[src/spims_pkg.sv]
// Constants, register map and field layouts of the serial peripheral port
// Notes on behaviour
// - Slave with select low is active; MISO driven only if its direction says output
// - Slave with select high: all pins inputs, no data accepted
// - Select rising in slave role resets bit counter and drops partial byte
// - Master with select as output: select pin has no effect on the port
// - Master with select as input: low level demotes to slave, sets done flag
// - Polarity and phase pick modes 0 to 3 with their sample and setup edges
// - Polarity bit 3 sets SCK idle level and which edge leads
// - Phase bit 2: zero samples on leading edge, one on trailing edge
// - Data driven on one SCK edge and captured on the opposite edge
// - Interrupt enable bit 7 requests interrupt while done flag and global enable set
// - Port enable bit 6 must be one for any transfer
// - Bit order bit 5: one sends LSB first, zero sends MSB first
// - Master select bit 4 picks role; after demotion software must set it again
// - Master rate codes give fosc divided by 4, 16, 64 or 128
// - Double speed status bit 0 halves the master divisor
// - Rate and double speed bits do nothing in slave role
// - Done flag bit 7 set on byte completion and on master mode fault
// - Done flag clears on vector taken, or status read then data access
// - Collision flag bit 6 set on data write during transfer; cleared only by status read then data access
// - Status bits 5 to 1 always read zero
// - Data write starts transmission; data read returns receive buffer
// - Master shifts eight bits, then stops SCK and sets done flag
// - Transmit single buffered, receive double buffered, overrun overwrites
// - Slave with select high keeps MISO off; preload allowed, no shifting
package spims_pkg;

    // Register addresses on the plain register port
    localparam logic [1:0] SPIMS_ADDR_CTRL = 2'h0;
    localparam logic [1:0] SPIMS_ADDR_STAT = 2'h1;
    localparam logic [1:0] SPIMS_ADDR_DATA = 2'h2;

    // Reset values
    localparam logic [7:0] SPIMS_CTRL_RST = 8'h00;
    localparam logic [7:0] SPIMS_DATA_RST = 8'h00;

    // Status field positions
    localparam int SPIMS_STAT_DONE = 7;
    localparam int SPIMS_STAT_COLL = 6;
    localparam int SPIMS_STAT_DBL = 0;

    // Master clock divisors, fosc over this figure
    localparam logic [7:0] SPIMS_DIV_0 = 8'h04;
    localparam logic [7:0] SPIMS_DIV_1 = 8'h10;
    localparam logic [7:0] SPIMS_DIV_2 = 8'h40;
    localparam logic [7:0] SPIMS_DIV_3 = 8'h80;

    // Frame geometry
    localparam logic [3:0] SPIMS_LAST_BIT = 4'h7;
    localparam logic [4:0] SPIMS_LAST_EDGE = 5'h0f;

    // Control register layout, bit 7 first
    typedef struct packed {
        logic irq_en;
        logic port_en;
        logic lsb_first;
        logic master;
        logic clock_idle_polarity;
        logic clock_sample_phase;
        logic [1:0] rate;
    } spims_ctrl_t;

endpackage : spims_pkg

[src/spims_port.sv]
// Serial peripheral port: master and slave shift engine with registers
//
// The register offsets and the address-and-strobe port are this design's own decisions.
module spims_port
    import spims_pkg::*;
(
    // Clock, reset, clock enable
    input wire logic clk_i,
    input wire logic rstn_i,
    input wire logic en_i,
    // Register port
    input wire logic [1:0] addr_i,
    input wire logic [7:0] wdata_i,
    input wire logic wr_i,
    input wire logic rd_i,
    output logic [7:0] rdata_o,
    // Pin direction choices from the port logic, one means output
    input wire logic sck_dir_i,
    input wire logic mosi_dir_i,
    input wire logic miso_dir_i,
    input wire logic ss_dir_i,
    // Interrupt side
    input wire logic global_irq_en_i,
    input wire logic irq_ack_i,
    output logic irq_o,
    // Serial pins
    input wire logic sck_i,
    output logic sck_o,
    output logic sck_oe_o,
    input wire logic mosi_i,
    output logic mosi_o,
    output logic mosi_oe_o,
    input wire logic miso_i,
    output logic miso_o,
    output logic miso_oe_o,
    input wire logic ss_n_i
);

    // Shift one received bit in at the end opposite the send end
    function automatic logic [7:0] spims_shift(input logic [7:0] sh,
                                               input logic b,
                                               input logic lsb);
        spims_shift = lsb ? {b, sh[7:1]} : {sh[6:0], b};
    endfunction : spims_shift

    // Bit that goes out next
    function automatic logic spims_head(input logic [7:0] sh,
                                        input logic lsb);
        spims_head = lsb ? sh[0] : sh[7];
    endfunction : spims_head

    // Register state
    spims_ctrl_t ctrl_r;
    logic done_r;
    logic coll_r;
    logic dbl_r;
    logic arm_r;
    logic [7:0] rx_buf_r;
    logic [7:0] tx_hold_r;
    logic [7:0] rdata_r;
    logic irq_r;

    // Shift engine state
    logic [7:0] sh_r;
    logic out_r;
    logic m_busy_r;
    logic [6:0] div_cnt_r;
    logic [4:0] edge_cnt_r;
    logic sck_r;
    logic [3:0] bit_cnt_r;

    // Pin output registers
    logic sck_oe_r;
    logic mosi_oe_r;
    logic miso_oe_r;

    // Synchronisers; the first stage feeds only the second
    logic sck_m_r;
    logic sck_s_r;
    logic sck_d_r;
    logic ss_m_r;
    logic ss_s_r;
    logic ss_d_r;
    logic mosi_m_r;
    logic mosi_s_r;
    logic miso_m_r;
    logic miso_s_r;

    // Register port decode
    wire sel_ctrl = addr_i == SPIMS_ADDR_CTRL;
    wire sel_stat = addr_i == SPIMS_ADDR_STAT;
    wire sel_data = addr_i == SPIMS_ADDR_DATA;
    wire wr_ctrl = wr_i & sel_ctrl;
    wire wr_stat = wr_i & sel_stat;
    wire wr_data = wr_i & sel_data;
    wire rd_stat = rd_i & sel_stat;
    wire data_acc = (wr_i | rd_i) & sel_data;

    // Role and activity
    wire port_on = ctrl_r.port_en;
    wire is_master = port_on & ctrl_r.master;
    wire is_slave = port_on & ~ctrl_r.master;
    wire ss_low = ~ss_s_r;
    wire ss_rise = ss_s_r & ~ss_d_r;
    wire ss_fall = ~ss_s_r & ss_d_r;
    // Select pin only matters to a master when it is an input
    wire mode_fault = is_master & ~ss_dir_i & ss_low;
    wire slave_act = is_slave & ss_low;
    wire s_busy = slave_act & (bit_cnt_r != 4'h0);
    wire busy = m_busy_r | s_busy;

    // Master divider; slave ignores rate and double speed
    wire [7:0] div_sel = (ctrl_r.rate == 2'h0) ? SPIMS_DIV_0 :
                         (ctrl_r.rate == 2'h1) ? SPIMS_DIV_1 :
                         (ctrl_r.rate == 2'h2) ? SPIMS_DIV_2 :
                         SPIMS_DIV_3;
    // Half period in clocks; double speed halves the divisor
    wire [7:0] half_w = dbl_r ? (div_sel >> 2) : (div_sel >> 1);
    wire [6:0] half_lim = half_w[6:0] - 7'h01;
    wire m_tick = m_busy_r & (div_cnt_r == half_lim);
    // Even edge index is the leading edge
    wire m_lead = ~edge_cnt_r[0];
    wire m_samp = m_tick & (m_lead ^ ctrl_r.clock_sample_phase);
    wire m_setup = m_tick & ~(m_lead ^ ctrl_r.clock_sample_phase);
    wire m_done = m_tick & (edge_cnt_r == SPIMS_LAST_EDGE);

    // Slave edge detect on the synchronised clock
    wire s_edge = slave_act & (sck_s_r ^ sck_d_r);
    // Leading edge leaves the idle level
    wire s_lead = sck_s_r ^ ctrl_r.clock_idle_polarity;
    wire s_samp = s_edge & (s_lead ^ ctrl_r.clock_sample_phase);
    wire s_setup = s_edge & ~(s_lead ^ ctrl_r.clock_sample_phase);
    wire s_done = s_samp & (bit_cnt_r == SPIMS_LAST_BIT);

    // Shared datapath selection
    wire samp = m_samp | s_samp;
    wire setup = m_setup | s_setup;
    wire in_bit = is_master ? miso_s_r : mosi_s_r;
    wire [7:0] sh_nxt = samp ? spims_shift(sh_r, in_bit, ctrl_r.lsb_first)
                             : sh_r;
    wire xfer_done = m_done | s_done;
    // A write while busy only flags; the byte in flight is kept
    wire coll = wr_data & busy;
    wire load = wr_data & ~busy;
    wire m_start = load & is_master & ~mode_fault;

    // Flag set and clear terms; set wins over clear
    wire done_set = xfer_done | mode_fault;
    wire flag_clr = arm_r & data_acc;
    wire done_clr = flag_clr | irq_ack_i;
    wire done_nxt = done_set | (done_r & ~done_clr);
    wire coll_nxt = coll | (coll_r & ~flag_clr);

    // Read data mux; reserved status bits are zero
    wire [7:0] stat_val = {done_r, coll_r, 5'h00, dbl_r};
    wire [7:0] rd_val = sel_ctrl ? ctrl_r :
                        sel_stat ? stat_val :
                        sel_data ? rx_buf_r : 8'h00;

    // Pin enables; a disabled port leaves every pin to the port logic
    wire sck_oe_nxt = is_master & ~mode_fault & sck_dir_i;
    wire mosi_oe_nxt = is_master & ~mode_fault & mosi_dir_i;
    wire miso_oe_nxt = slave_act & miso_dir_i;

    // Input synchronisers
    always_ff @(posedge clk_i or negedge rstn_i)
    begin
        if (!rstn_i)
        begin
            sck_m_r <= 1'b0;
            sck_s_r <= 1'b0;
            sck_d_r <= 1'b0;
            ss_m_r <= 1'b1;
            ss_s_r <= 1'b1;
            ss_d_r <= 1'b1;
            mosi_m_r <= 1'b0;
            mosi_s_r <= 1'b0;
            miso_m_r <= 1'b0;
            miso_s_r <= 1'b0;
        end
        else if (en_i)
        begin
            sck_m_r <= sck_i;
            sck_s_r <= sck_m_r;
            sck_d_r <= sck_s_r;
            ss_m_r <= ss_n_i;
            ss_s_r <= ss_m_r;
            ss_d_r <= ss_s_r;
            mosi_m_r <= mosi_i;
            mosi_s_r <= mosi_m_r;
            miso_m_r <= miso_i;
            miso_s_r <= miso_m_r;
        end
    end

    // Control register; a mode fault drops master role
    always_ff @(posedge clk_i or negedge rstn_i)
    begin
        if (!rstn_i)
            ctrl_r <= SPIMS_CTRL_RST;
        else if (en_i)
        begin
            if (wr_ctrl)
                ctrl_r <= wdata_i;
            if (mode_fault)
                ctrl_r.master <= 1'b0;
        end
    end

    // Status flags and the clear sequence arm
    always_ff @(posedge clk_i or negedge rstn_i)
    begin
        if (!rstn_i)
        begin
            done_r <= 1'b0;
            coll_r <= 1'b0;
            dbl_r <= 1'b0;
            arm_r <= 1'b0;
        end
        else if (en_i)
        begin
            done_r <= done_nxt;
            coll_r <= coll_nxt;
            if (wr_stat)
                dbl_r <= wdata_i[SPIMS_STAT_DBL];
            // Status read with a flag up arms; the data access spends it
            if (rd_stat & (done_r | coll_r))
                arm_r <= 1'b1;
            else if (data_acc)
                arm_r <= 1'b0;
        end
    end

    // Read data stands one cycle after the strobe only
    always_ff @(posedge clk_i or negedge rstn_i)
    begin
        if (!rstn_i)
            rdata_r <= 8'h00;
        else if (en_i)
            rdata_r <= rd_i ? rd_val : 8'h00;
    end

    // Interrupt request, gated by global enable
    always_ff @(posedge clk_i or negedge rstn_i)
    begin
        if (!rstn_i)
            irq_r <= 1'b0;
        else if (en_i)
            irq_r <= ctrl_r.irq_en & done_nxt & global_irq_en_i;
    end

    // Receive buffer: overwritten by each finished byte
    always_ff @(posedge clk_i or negedge rstn_i)
    begin
        if (!rstn_i)
            rx_buf_r <= SPIMS_DATA_RST;
        else if (en_i && xfer_done)
            rx_buf_r <= sh_nxt;
    end

    // Transmit byte kept for reload after an aborted slave frame
    always_ff @(posedge clk_i or negedge rstn_i)
    begin
        if (!rstn_i)
            tx_hold_r <= SPIMS_DATA_RST;
        else if (en_i && load)
            tx_hold_r <= wdata_i;
    end

    // Shift register and output bit
    always_ff @(posedge clk_i or negedge rstn_i)
    begin
        if (!rstn_i)
        begin
            sh_r <= SPIMS_DATA_RST;
            out_r <= 1'b0;
        end
        else if (en_i)
        begin
            if (load)
            begin
                sh_r <= wdata_i;
                out_r <= spims_head(wdata_i, ctrl_r.lsb_first);
            end
            else if (is_slave & ss_rise)
            begin
                sh_r <= tx_hold_r;
                out_r <= spims_head(tx_hold_r, ctrl_r.lsb_first);
            end
            else
            begin
                sh_r <= sh_nxt;
                if (setup | (is_slave & ss_fall))
                    out_r <= spims_head(sh_r, ctrl_r.lsb_first);
            end
        end
    end

    // Slave bit counter; select high holds it at zero
    always_ff @(posedge clk_i or negedge rstn_i)
    begin
        if (!rstn_i)
            bit_cnt_r <= 4'h0;
        else if (en_i)
        begin
            if (!slave_act)
                bit_cnt_r <= 4'h0;
            else if (s_done)
                bit_cnt_r <= 4'h0;
            else if (s_samp)
                bit_cnt_r <= bit_cnt_r + 4'h1;
        end
    end

    // Master clock generator; sixteen half periods per byte
    always_ff @(posedge clk_i or negedge rstn_i)
    begin
        if (!rstn_i)
        begin
            m_busy_r <= 1'b0;
            div_cnt_r <= 7'h00;
            edge_cnt_r <= 5'h00;
        end
        else if (en_i)
        begin
            if (!is_master || mode_fault || m_done)
            begin
                m_busy_r <= 1'b0;
                div_cnt_r <= 7'h00;
                edge_cnt_r <= 5'h00;
            end
            else if (m_start)
                m_busy_r <= 1'b1;
            else if (m_tick)
            begin
                div_cnt_r <= 7'h00;
                edge_cnt_r <= edge_cnt_r + 5'h01;
            end
            else if (m_busy_r)
                div_cnt_r <= div_cnt_r + 7'h01;
        end
    end

    // SCK level; rests at the polarity level whenever not shifting
    always_ff @(posedge clk_i or negedge rstn_i)
    begin
        if (!rstn_i)
            sck_r <= 1'b0;
        else if (en_i)
        begin
            if (!m_busy_r || mode_fault)
                sck_r <= ctrl_r.clock_idle_polarity;
            else if (m_tick)
                sck_r <= ~sck_r;
        end
    end

    // Pin enables registered so every output is a flip-flop
    always_ff @(posedge clk_i or negedge rstn_i)
    begin
        if (!rstn_i)
        begin
            sck_oe_r <= 1'b0;
            mosi_oe_r <= 1'b0;
            miso_oe_r <= 1'b0;
        end
        else if (en_i)
        begin
            sck_oe_r <= sck_oe_nxt;
            mosi_oe_r <= mosi_oe_nxt;
            miso_oe_r <= miso_oe_nxt;
        end
    end

    // Outputs
    assign rdata_o = rdata_r;
    assign irq_o = irq_r;
    assign sck_o = sck_r;
    assign sck_oe_o = sck_oe_r;
    assign mosi_o = out_r; // Same bit serves both roles
    assign mosi_oe_o = mosi_oe_r;
    assign miso_o = out_r;
    assign miso_oe_o = miso_oe_r;

endmodule : spims_port

[config.mk]
export PLATFORM = sky130hd
export DESIGN_NAME = spims_port
export DESIGN_NICKNAME = d
export VERILOG_FILES = /design/src/spims_pkg.sv /design/src/spims_port.sv
export SDC_FILE = /design/constraint.sdc
export NUM_CORES = 1
export LEC_CHECK = 0
export ABC_AREA = 1
export BUFFER_PORTS_ARGS = -buffer_cell sky130_fd_sc_hd__buf_2
export CORE_ASPECT_RATIO = 2
export CORE_UTILIZATION = 45
export DETAILED_ROUTE_END_ITERATION = 16
export SLEW_MARGIN = 25
export SYNTH_ARGS = -nofsm -noshare
export SYNTH_HDL_FRONTEND = slang
export SYNTH_SLANG_ARGS = --single-unit
[constraint.sdc]
create_clock -name clk_i -period 3.34 [get_ports clk_i]
set_input_delay 0.501 -clock clk_i [delete_from_list [all_inputs] [get_ports clk_i]]
set_output_delay 0.501 -clock clk_i [all_outputs]
set_load 0.1 [all_outputs]
==> results of run 1 <==
-- Yosys cell counts --
cell                         n
sky130_fd_sc_hd__a21oi_1    26
sky130_fd_sc_hd__a21oi_2     1
sky130_fd_sc_hd__a221oi_1    2
sky130_fd_sc_hd__a22o_1      1
sky130_fd_sc_hd__a22oi_1     2
sky130_fd_sc_hd__a31oi_1     1
sky130_fd_sc_hd__a31oi_2     1
sky130_fd_sc_hd__and3_1      1
sky130_fd_sc_hd__buf_1       2
sky130_fd_sc_hd__buf_2       2
sky130_fd_sc_hd__buf_4       1
sky130_fd_sc_hd__buf_6       3
sky130_fd_sc_hd__clkbuf_1    7
sky130_fd_sc_hd__dfrtp_1    74
sky130_fd_sc_hd__dfstp_2     3
sky130_fd_sc_hd__ha_1        5
sky130_fd_sc_hd__inv_1      62
sky130_fd_sc_hd__inv_2       3
sky130_fd_sc_hd__mux2i_1     3
sky130_fd_sc_hd__nand2_1   194
sky130_fd_sc_hd__nand2_2     6
sky130_fd_sc_hd__nand3_1    44
sky130_fd_sc_hd__nand3_4     2
sky130_fd_sc_hd__nand3b_1    1
sky130_fd_sc_hd__nand4_1     3
sky130_fd_sc_hd__nor2_1     37
sky130_fd_sc_hd__nor2_2      1
sky130_fd_sc_hd__nor2_4      2
sky130_fd_sc_hd__nor3_1      3
sky130_fd_sc_hd__o211ai_1    1
sky130_fd_sc_hd__o21ai_0    38
sky130_fd_sc_hd__o21ai_1     7
sky130_fd_sc_hd__o21ai_2     2
sky130_fd_sc_hd__o21bai_1    9
sky130_fd_sc_hd__o22ai_1     3
sky130_fd_sc_hd__o32ai_1     1
sky130_fd_sc_hd__or2_1       3
sky130_fd_sc_hd__or2_2       1
sky130_fd_sc_hd__xnor2_1     3
sky130_fd_sc_hd__xor2_1      6
-- cell type report --
type | count | share of cell area (%)
clock inverters | 6 | 1.328
clock buffers | 10 | 4.767
flip-flops and latches | 77 | 40.19
multi-input cells | 410 | 41.16
well taps | 102 | 2.657
inverters | 65 | 5.079
repair buffers | 43 | 4.819
-- registers in the layout, indices dropped and copies added, names as in the netlist, 4 cells and up --
name        cells
rx_buf_r        8
sh_r            8
div_cnt_r       7
tx_hold_r       8
edge_cnt_r      5
ctrl_r          7
rdata_o         8
bit_cnt_r       4
-- metrics by stage --
stage	setup slack, ns	hold WS (ns)	std cells
after floorplan	1.499	0.2054	567
after global placement	1.028	0.4564	697
after detailed placement	0.9857	0.4596	697
after CTS	0.9695	0.3547	713
after global routing	0.8109	0.2289	713
final	1.006	0.1651	713
-- cells in the final DEF (no fill, tap or decap), types with 4 or more instances in the layout --
cell type,instances
sky130_fd_sc_hd__inv_1,62
sky130_fd_sc_hd__nand2_2,6
sky130_fd_sc_hd__xor2_1,6
sky130_fd_sc_hd__o21ai_1,7
sky130_fd_sc_hd__nand3_1,44
sky130_fd_sc_hd__nor2_1,37
sky130_fd_sc_hd__o21bai_1,9
sky130_fd_sc_hd__o21ai_0,38
sky130_fd_sc_hd__buf_2,38
sky130_fd_sc_hd__ha_1,5
sky130_fd_sc_hd__buf_4,4
sky130_fd_sc_hd__a21oi_1,26
sky130_fd_sc_hd__clkbuf_16,9
sky130_fd_sc_hd__dfrtp_1,74
sky130_fd_sc_hd__nand2_1,194
-- routing by layer --
layer	up-vias	track usage (%)
li1	1899	-
met1	1787	25.63
met2	82	47.37
met3	37	3.331
met4	0	16.95
met5	-	0
-- cells by family after synthesis --
kind of cell,synth area share (%)
AO/OA/AOI/OAI,12.85
XOR/XNOR,1.861
adder cells (fa/ha/maj),1.477
buffers and inverters,7.767
flip-flops,45.57
multiplexers,0.7088
AND/OR/NAND/NOR,29.77
-- worst paths after layout --
check / start / slack (ns) / to
setup reg to reg: ctrl_r[4] / 1.01 / rx_buf_r[5]
max in group asynchronous: rstn_i / 2.67 / tx_hold_r[2]
setup / recovery: ctrl_r[4] / 1.01 / rx_buf_r[5]
hold / removal: rstn_i / 0.17 / bit_cnt_r[1]
min in group clk_i: ss_n_i / 0.36 / ss_m_r
hold reg to reg: ss_m_r / 0.47 / ss_m_r
-- power by group through the flow --
stage	combinational (mW)	sequential, mW	clock, mW
2_1_floorplan	0.452	1.29	0
3_3_place_gp	0.712	1.20	0
3_5_place_dp	0.723	1.21	0
4_1_cts	0.726	1.19	0.992
5_1_grt	0.801	1.21	1.02
6_report	0.723	1.19	0.969
==> insert_results.sql, run 1 <==
INSERT INTO impl_metrics (metric_group, metric, value, unit) VALUES
('outcome', 'outcome', 'finished, violations left', ''),
('outcome', 'violated_checks', 'DRC', ''),
('sta', 'final.setup_skew', '0.008139', 'ns'),
('synthesis', 'post_synth_inst_count', '567', ''),
('synthesis', 'synth.net_count', '597', ''),
('worst_setup_path', 'timing.critical_path.fanout_max', '11', ''),
('clocking', 'cts-root-buf', 'sky130_fd_sc_hd__clkbuf_16', ''),
('power_and_ir_drop', 'pwr-share-comb', '25.1', '%'),
('worst_setup_path', 'worst-endpoint-required', '3.57', 'ns'),
('cells_and_area', 'diodes', '0', ''),
('die', 'placeable_area', '0.009074', 'mm2'),
('global_route', 'first_global_vias', '3874', ''),
('worst_setup_path', 'critical-path-top-cell-by-count', 'sky130_fd_sc_hd__nand2_1', ''),
('sta', 'timing_max_transition_violations_final', '0', ''),
('power_and_ir_drop', 'p_switching', '1.050', 'mW'),
('routing', 'wirelength', '11.51', 'mm'),
('clocking', 'clock-sinks', '77', ''),
('routing', 'postRouteAntennaNets', '0', ''),
('power_and_ir_drop', 'power.leakage', '2.525', 'nW'),
('die', 'design.die.area', '0.009830', 'mm2'),
('worst_setup_path', 'timing_worst_setup_path_type', 'reg -> reg', ''),
('clocking', 'worst_skew_pair.late_latency', '0.34', 'ns'),
('worst_setup_path', 'critical_path_buf_inv_count', '3', ''),
('clocking', 'tritoncts', 'built', ''),
('power_and_ir_drop', 'worst_ir_drop_vdd', '325.9', 'uV'),
('sta', 'timing.final.hold_violations', '0', ''),
('global_route', 'grt_pass1_wl', '18.85', 'mm'),
('routing', 'dr.pass1.iters', '11', ''),
('routing', 'uppermost_metal_layer_occupied_by_signal_nets', 'met4', ''),
('die', 'io-pin-count', '40', ''),
('cells_and_area', 'fillers', '909', ''),
('sta', 'fin_crit', '2.334', 'ns'),
('clocking', 'cts-buffers-inserted', '9', ''),
('synthesis', 'synth.top_cells.by_area', 'sky130_fd_sc_hd__dfrtp_1, sky130_fd_sc_hd__nand2_1, sky130_fd_sc_hd__inv_1', ''),
('worst_setup_path', 'worstSetupPathDepth', '10', ''),
('global_route', 'grt_overflow_total', '0', ''),
('cells_and_area', 'finish.instance_area', '0.004803', 'mm2'),
('synthesis', 'synthesis.area', '0.004237', 'mm2'),
('sta', 'rsz0062_at_grt', 'no', ''),
('sta', 'final_min_period_over_clock_period', '69.87', '%'),
('routing', 'dr.first_iter.drc_count', '191', ''),
('clocking', 'cts.hold.buffers_added', '0', ''),
('cells_and_area', 'nets', '636', ''),
('routing', 'via_count', '3805', ''),
('global_route', 'groute.usage.overall', '25.43', '%'),
('routing', 'route.layer.met1.wl', '4.164', 'mm'),
('cells_and_area', 'drive_above_1_share', '13.09', '%'),
('placement', 'routabilityCongestion', '0.9085', ''),
('cells_and_area', 'post-route-util', '52.94', '%'),
('worst_setup_path', 'cp.arrival', '2.56', 'ns'),
('clocking', 'post_cts_buffers', '0', ''),
('power_and_ir_drop', 'power.share.switching', '36.40', '%'),
('global_route', 'maximum_number_of_pins_on_one_net_before_global_route_repair', '78', ''),
('power_and_ir_drop', 'powerDensity', '600.8', 'mW/mm2'),
('die', 'floorplan.initialDensity', '46.69', '%'),
('sta', 'timing_worst_slew_pin_value', '0.7038', 'ns'),
('cells_and_area', 'area_of_the_multi_input_gates', '0.001977', 'mm2'),
('job', 'cap_viol_max_count', '0', ''),
('power_and_ir_drop', 'power_frac_seq', '41.3', '%'),
('clocking', 'post_cts.resized_instances', '0', ''),
('synthesis', 'yosysSeqAreaShare', '45.57', '%'),
('synthesis', 'synth-seq-cells', '77', ''),
('die', 'die_height', '139.2', 'um'),
('routing', 'post_drt_via_cell_ratio', '5.337', ''),
('clocking', 'cts-htree-levels', '3', ''),
('die', 'core.rowCount', '49', ''),
('worst_setup_path', 'reg2regPathDepth', '10', ''),
('clocking', 'max-clock-path-buffers', '2', ''),
('sta', 'setup_tns_final', '0', 'ns'),
('routing', 'drc', '2', ''),
('worst_setup_path', 'timing.critical_path.max_delay_family', 'simple AND/OR/NAND/NOR gates', '');
(Power assumes the default switching activity.)
==> run 2, diff against run 1 <==
Clock period 3.34 ns to 2.4 ns, I/O delays scaled along.
==> run 2 against run 1 <==
  * Combinational power grew 40%
  * The run still ends with DRC left
  * Clock skew is essentially flat
  * Die area stayed put
  * Non-clock buffer count grew 4
  * First-iteration DRC count is 7.3% higher
  * Worst setup slack worse by 0.66 ns
  * Sequential power up 39%
  * Fmax up 13%
  * Wire length is 0.39% higher
  * Hold slack got worse by 0.14 ns
  * Sequential share of layout area shrank 0.47 points
  * Power is 42% higher
==> insert_results.sql, run 2 (same netlist as run 1, synthesis figures left out) <==
INSERT INTO impl_metrics (metric_group, metric, value, unit) VALUES
('cells_and_area', 'layout.cells.most_common_list', 'sky130_fd_sc_hd__nand2_1, sky130_fd_sc_hd__dfrtp_1, sky130_fd_sc_hd__inv_1, sky130_fd_sc_hd__nand3_1', ''),
('worst_setup_path', 'worst-endpoint-required', '2.68', 'ns'),
('clocking', 'clk_transition_reported_paths', '0.06', 'ns'),
('global_route', 'grt_antenna_before_repair', '0', ''),
('clocking', 'cts-root-buf', 'sky130_fd_sc_hd__clkbuf_16', ''),
('clocking', 'max-clock-path-buffers', '2', ''),
('die', 'core.rowCount', '49', ''),
('sta', 'final.setup_skew', '0.008119', 'ns'),
('clocking', 'tritoncts', 'built', ''),
('routing', 'wirelength', '11.56', 'mm'),
('worst_setup_path', 'reg2regPathDepth', '7', ''),
('die', 'die_width', '70.61', 'um'),
('worst_setup_path', 'worst_setup_path_start_kind', 'flop', ''),
('worst_setup_path', 'crit_path_end_kind', 'flop', ''),
('sta', 'rsz0062_at_grt', 'no', ''),
('cells_and_area', 'area_growth_syn_to_layout', '14.71', '%'),
('outcome', 'outcome', 'finished, violations left', ''),
('cells_and_area', 'final_cells', '717', ''),
('routing', 'drc', '2', ''),
('clocking', 'cts-htree-levels', '3', ''),
('global_route', 'groute.usage.overall', '25.54', '%'),
('global_route', 'first_global_vias', '3766', ''),
('sta', 'fin_crit', '2.057', 'ns'),
('sta', 'timing.final.hold_violations', '0', ''),
('die', 'design.die.area', '0.009830', 'mm2'),
('sta', 'final_min_period_over_clock_period', '85.71', '%'),
('global_route', 'grt_pass1_wl', '18.80', 'mm'),
('routing', 'dr.first_iter.drc_count', '205', ''),
('sta', 'worst_slew_margin_rel', '61.22', '%'),
('worst_setup_path', 'reg2reg_setup_slack', '0.34', 'ns'),
('power_and_ir_drop', 'post-layout-total-power', '4.101', 'mW'),
('worst_setup_path', 'worst_r2r_startpoint', 'port_on', ''),
('cells_and_area', 'nets', '640', ''),
('cells_and_area', 'layout_commonest_cell', 'sky130_fd_sc_hd__nand2_1', ''),
('sta', 'finalHoldWorstSlack', '0.02034', 'ns'),
('placement', 'place_inst', '701', ''),
('routing', 'postRouteAntennaNets', '0', ''),
('cells_and_area', 'drive_above_1_share', '13.50', '%'),
('sta', 'fmax', '486.1', 'MHz'),
('clocking', 'cts.hold.buffers_added', '0', ''),
('sta', 'final_setup_vio_count', '0', ''),
('worst_setup_path', 'cp.arrival', '2.33', 'ns'),
('power_and_ir_drop', 'worst_ir_drop_vdd', '550.8', 'uV'),
('routing', 'dr.pass1.iters', '10', ''),
('power_and_ir_drop', 'power.leakage', '2.560', 'nW'),
('cells_and_area', 'diodes', '0', ''),
('die', 'floorplan.initialDensity', '46.69', '%'),
('outcome', 'violated_checks', 'DRC', ''),
('sta', 'timing_max_transition_violations_final', '0', ''),
('placement', 'detailed_place.area', '0.004549', 'mm2'),
('sta', 'setup_tns_final', '0', 'ns'),
('cells_and_area', 'finish.instance_area', '0.004860', 'mm2'),
('placement', 'placement.io_buffers', '39', ''),
('global_route', 'grt_overflow_total', '0', ''),
('clocking', 'post_cts_buffers', '0', ''),
('sta', 'timing.final.ws_setup', '0.3429', 'ns'),
('global_route', 'maximum_number_of_pins_on_one_net_before_global_route_repair', '43', ''),
('routing', 'via_count', '3783', ''),
('worst_setup_path', 'timing.critical_path.fanout_max', '11', ''),
('routing', 'route.detailed.wl_per_inst', '16.12', 'um'),
('die', 'io-pin-count', '40', ''),
('placement', 'preCtsSetupSlack', '0.3406', 'ns'),
('die', 'die_height', '139.2', 'um'),
('cells_and_area', 'post-route-util', '53.56', '%'),
('power_and_ir_drop', 'powerDensity', '843.9', 'mW/mm2'),
('min_path', 'worstHoldPathType', 'in -> async', ''),
('clocking', 'post_cts.resized_instances', '0', ''),
('die', 'placeable_area', '0.009074', 'mm2'),
('routing', 'post_drt_via_cell_ratio', '5.276', ''),
('clocking', 'clock-sinks', '77', ''),
('worst_setup_path', 'regToRegEndpoint', 'div_cnt_r[3]', ''),
('clocking', 'cts-buffers-inserted', '9', ''),
('clocking', 'worst_skew_pair.late_latency', '0.34', 'ns'),
('worst_setup_path', 'timing_worst_setup_path_type', 'reg -> reg', ''),
('job', 'cap_viol_max_count', '0', ''),
('placement', 'routabilityCongestion', '0.9064', ''),
('sta', 'timing_worst_slew_pin_value', '0.5772', 'ns'),
('placement', 'dp_hpwl', '8.909', 'mm');
## run 2: cell types whose count changed in the layout (fill, tap and decap cells not counted)
cell	change
sky130_fd_sc_hd__buf_12	+1
sky130_fd_sc_hd__buf_4	+4
sky130_fd_sc_hd__bufinv_16	+1
sky130_fd_sc_hd__clkinv_4	-1
sky130_fd_sc_hd__clkinvlp_4	-1
sky130_fd_sc_hd__buf_6	-1
sky130_fd_sc_hd__clkbuf_1	+1
## run 2: worst max-delay path by stage
stage,endpoint,slack (ns),depth (start not counted),start
3_3_place_gp,div_cnt_r[6],0.37,7,port_on
6_report,div_cnt_r[3],0.34,7,port_on
2_1_floorplan,mosi_o,0.70,1,miso_o
5_1_grt,div_cnt_r[3],0.15,7,port_on
4_1_cts,div_cnt_r[3],0.32,7,port_on
3_5_place_dp,div_cnt_r[3],0.34,7,port_on
## run 2: final cells by class
| class | instances | area [um2] |
|---|---|---|
| Fill cell | 886 | 4214 |
| Multi-Input combinational cell | 410 | 1977 |
| Sequential cell | 77 | 1931 |
| Timing Repair Buffer | 47 | 270.3 |
| Inverter | 65 | 244.0 |
| Clock buffer | 11 | 232.7 |
| Tap cell | 102 | 127.6 |
| Clock inverter | 5 | 77.57 |
## run 2: layer usage
layer	global-route usage, %	up-vias	routed length [um]
met5	0	-	0
met4	12.11	0	343
met3	3.693	24	355
met2	49.00	75	6642
met1	26.40	1780	4216
li1	-	1904	-
## run 2: report_power, final
part	leakage (nW)	switching [mW]	internal, mW
logic	1.41	0.726	0.285
clock network	0.150	0.536	0.908
registers	1.00	0.174	1.47
## run 2: critical path, stage by stage (launching register included)
cell and delay [ns]:
sky130_fd_sc_hd__dfrtp_1 0.42, sky130_fd_sc_hd__nand2_1 0.18, sky130_fd_sc_hd__nor3_1 0.14, sky130_fd_sc_hd__nor2_1 0.41, sky130_fd_sc_hd__nand2_2 0.24, sky130_fd_sc_hd__o21ai_1 0.41, sky130_fd_sc_hd__nand2_1 0.11, sky130_fd_sc_hd__nand2_1 0.08
==> run 3, diff against run 2 <==
Settings changed: CTS_BUF_LIST from default to sky130_fd_sc_hd__clkbuf_8.
Clock period 2.4 ns to 2.2 ns, I/O delays scaled along.
==> run 3 against run 2 <==
  * Sequential share of layout area rose by 0.47 points
  * The flow still finishes with violations (DRC)
  * Flip-flop and latch count did not move
  * Clock skew up 0.00053 ns
==> insert_results.sql, run 3 (same netlist as run 1, synthesis figures left out) <==
INSERT INTO impl_metrics (metric_group, metric, value, unit) VALUES
('clocking', 'tritoncts', 'built', ''),
('min_path', 'hold_depth', '3', ''),
('worst_setup_path', 'cp.arrival', '2.20', 'ns'),
('cells_and_area', 'fillers', '914', ''),
('worst_setup_path', 'critical_path.cell_chain', 'inv_1 -> nand2_1 -> nor2_2 -> a21oi_1 -> nand2_1 -> inv_1 -> nand2_2 -> buf_4 -> nor2_1 -> a21oi_1 -> nand2_1', ''),
('routing', 'via_count', '3851', ''),
('sta', 'worst_slew_margin_rel', '63.43', '%'),
('routing', 'postRouteAntennaNets', '0', ''),
('global_route', 'grt_overflow_total', '0', ''),
('worst_setup_path', 'crit_path_end_kind', 'flop', ''),
('cells_and_area', 'layout_commonest_cell', 'sky130_fd_sc_hd__nand2_1', ''),
('placement', 'dp_hpwl', '9.120', 'mm'),
('clocking', 'max-clock-path-buffers', '2', ''),
('worst_setup_path', 'critical_path_buf_inv_count', '3', ''),
('worst_setup_path', 'critical_path.max_stage_delay', '0.40', 'ns'),
('routing', 'wirelength', '11.67', 'mm'),
('cells_and_area', 'area_growth_syn_to_layout', '13.38', '%'),
('placement', 'placement.io_buffers', '39', ''),
('cells_and_area', 'diodes', '0', ''),
('cells_and_area', 'post-route-util', '52.94', '%'),
('sta', 'timing.final.hold_violations', '0', ''),
('global_route', 'grt_pass1_wl', '19.31', 'mm'),
('cells_and_area', 'layout.cells.most_common_list', 'sky130_fd_sc_hd__nand2_1, sky130_fd_sc_hd__dfrtp_1, sky130_fd_sc_hd__inv_1, sky130_fd_sc_hd__nand3_1, sky130_fd_sc_hd__buf_2', ''),
('worst_setup_path', 'worstSetupPathDepth', '11', ''),
('placement', 'routabilityCongestion', '0.9337', ''),
('sta', 'finalHoldWorstSlack', '0.1756', 'ns'),
('worst_setup_path', 'critical-path-top-cell-by-count', 'sky130_fd_sc_hd__nand2_1', ''),
('sta', 'fmax', '513.0', 'MHz'),
('clocking', 'cts-buffers-inserted', '9', ''),
('min_path', 'worstHoldPathType', 'in -> reg', ''),
('worst_setup_path', 'timing.critical_path.max_delay_family', 'simple AND/OR/NAND/NOR gates', ''),
('outcome', 'outcome', 'finished, violations left', ''),
('worst_setup_path', 'worst-endpoint-required', '2.45', 'ns'),
('die', 'design.die.area', '0.009830', 'mm2'),
('sta', 'final_setup_vio_count', '0', ''),
('cells_and_area', 'final-seq-area', '0.001931', 'mm2'),
('clocking', 'clock-sinks', '77', ''),
('sta', 'setup_tns_final', '0', 'ns'),
('sta', 'fin_crit', '1.949', 'ns'),
('cells_and_area', 'final_cells', '723', ''),
('cells_and_area', 'area_of_the_multi_input_gates', '0.001981', 'mm2'),
('worst_setup_path', 'worst_setup_path_start_kind', 'flop', ''),
('die', 'die_width', '70.61', 'um'),
('routing', 'dr.pass1.iters', '10', ''),
('die', 'die_height', '139.2', 'um'),
('global_route', 'first_global_vias', '3914', ''),
('clocking', 'worst_skew_pair.late_latency', '0.36', 'ns'),
('die', 'floorplan.initialDensity', '46.69', '%'),
('die', 'placeable_area', '0.009074', 'mm2'),
('routing', 'drc', '2', ''),
('job', 'cap_viol_max_count', '0', ''),
('die', 'core.rowCount', '49', ''),
('power_and_ir_drop', 'powerDensity', '837.4', 'mW/mm2'),
('worst_setup_path', 'timing_worst_setup_path_type', 'reg -> reg', ''),
('outcome', 'violated_checks', 'DRC', ''),
('global_route', 'maximum_number_of_pins_on_one_net_before_global_route_repair', '49', ''),
('placement', 'place_inst', '706', ''),
('clocking', 'clk_transition_reported_paths', '0.08', 'ns'),
('clocking', 'cts-htree-levels', '3', ''),
('sta', 'final_min_period_over_clock_period', '88.61', '%'),
('sta', 'timing_worst_slew_pin_value', '0.5485', 'ns'),
('cells_and_area', 'drive_above_1_share', '14.49', '%'),
('sta', 'rsz0062_at_grt', 'no', ''),
('global_route', 'grt_antenna_before_repair', '0', ''),
('sta', 'timing_max_transition_violations_final', '0', ''),
('sta', 'final.setup_skew', '0.008652', 'ns'),
('power_and_ir_drop', 'worst_ir_drop_vdd', '538.3', 'uV'),
('worst_setup_path', 'timing.critical_path.fanout_max', '8', ''),
('cells_and_area', 'nets', '646', ''),
('routing', 'post_drt_via_cell_ratio', '5.326', ''),
('worst_setup_path', 'crit_path_top_delay_cell', 'sky130_fd_sc_hd__dfrtp_1', ''),
('global_route', 'groute.usage.overall', '26.02', '%'),
('power_and_ir_drop', 'power.leakage', '2.547', 'nW'),
('routing', 'route.detailed.wl_per_inst', '16.14', 'um'),
('routing', 'dr.first_iter.drc_count', '160', ''),
('clocking', 'cts-root-buf', 'sky130_fd_sc_hd__clkbuf_8', ''),
('worst_setup_path', 'reg2regPathDepth', '11', ''),
('die', 'io-pin-count', '40', '');
run 3: report_power, final:
part           leakage [nW]  switching, mW  total, mW  internal (mW)
Sequential             1.00          0.196       1.80           1.60
Clock                 0.107          0.531       1.11          0.578
Combinational          1.44          0.790       1.11          0.322
Total                  2.55           1.52       4.02           2.50
run 3: layout make-up:
cell class	instances	area share (%)
Multi-Input combinational cell	410	41.23
Sequential cell	77	40.19
Timing Repair Buffer	53	6.616
Inverter	65	5.079
Clock buffer	11	3.152
Tap cell	102	2.657
Clock inverter	5	1.068
run 3: worst paths after layout:
kind / start / to / slack, ns
worst max-delay path: ctrl_r[4] / sh_r[4] / 0.25
worst min-delay path: mosi_i / mosi_m_r / 0.18
worst max register to register: ctrl_r[4] / sh_r[4] / 0.25
worst min register to register: ss_m_r / ss_m_r / 0.47
max in group asynchronous: rstn_i / ss_m_r / 1.10
min in group asynchronous: rstn_i / bit_cnt_r[0] / 0.44
run 3: worst min-delay path, delay by kind of cell:
family	cells	cell delay, ns
and+or+nand+nor	2	0.10
buffers and inverters	1	0.07
run 3: routing by layer:
metal | vias up | routed length [um] | global-route usage [%]
met5 | - | 0 | 0
met4 | 0 | 669 | 16.84
met3 | 42 | 288 | 3.621
met2 | 80 | 6484 | 47.93
met1 | 1814 | 4228 | 26.83
li1 | 1915 | - | -
run 3: timing repair:
| item | in CTS | in global routing |
|---|---|---|
| hold buffers | 1 | 0 |
| endpoints found under the hold margin | 29 | 0 |
| setup endpoints to repair | 0 | 4 |
| resized for setup | 0 | 2 |
| setup buffers | 0 | 0 |
run 3: through the flow:
step	power (mW)	area (um2)	setup slack [ns]
after floorplan	2.637	4237	0.5242
after global placement	2.921	4587	0.2431
after detailed placement	2.938	4587	0.2427
after CTS	4.049	4800	0.2269
after global routing	4.269	4803	0.07676
final	4.022	4803	0.2506
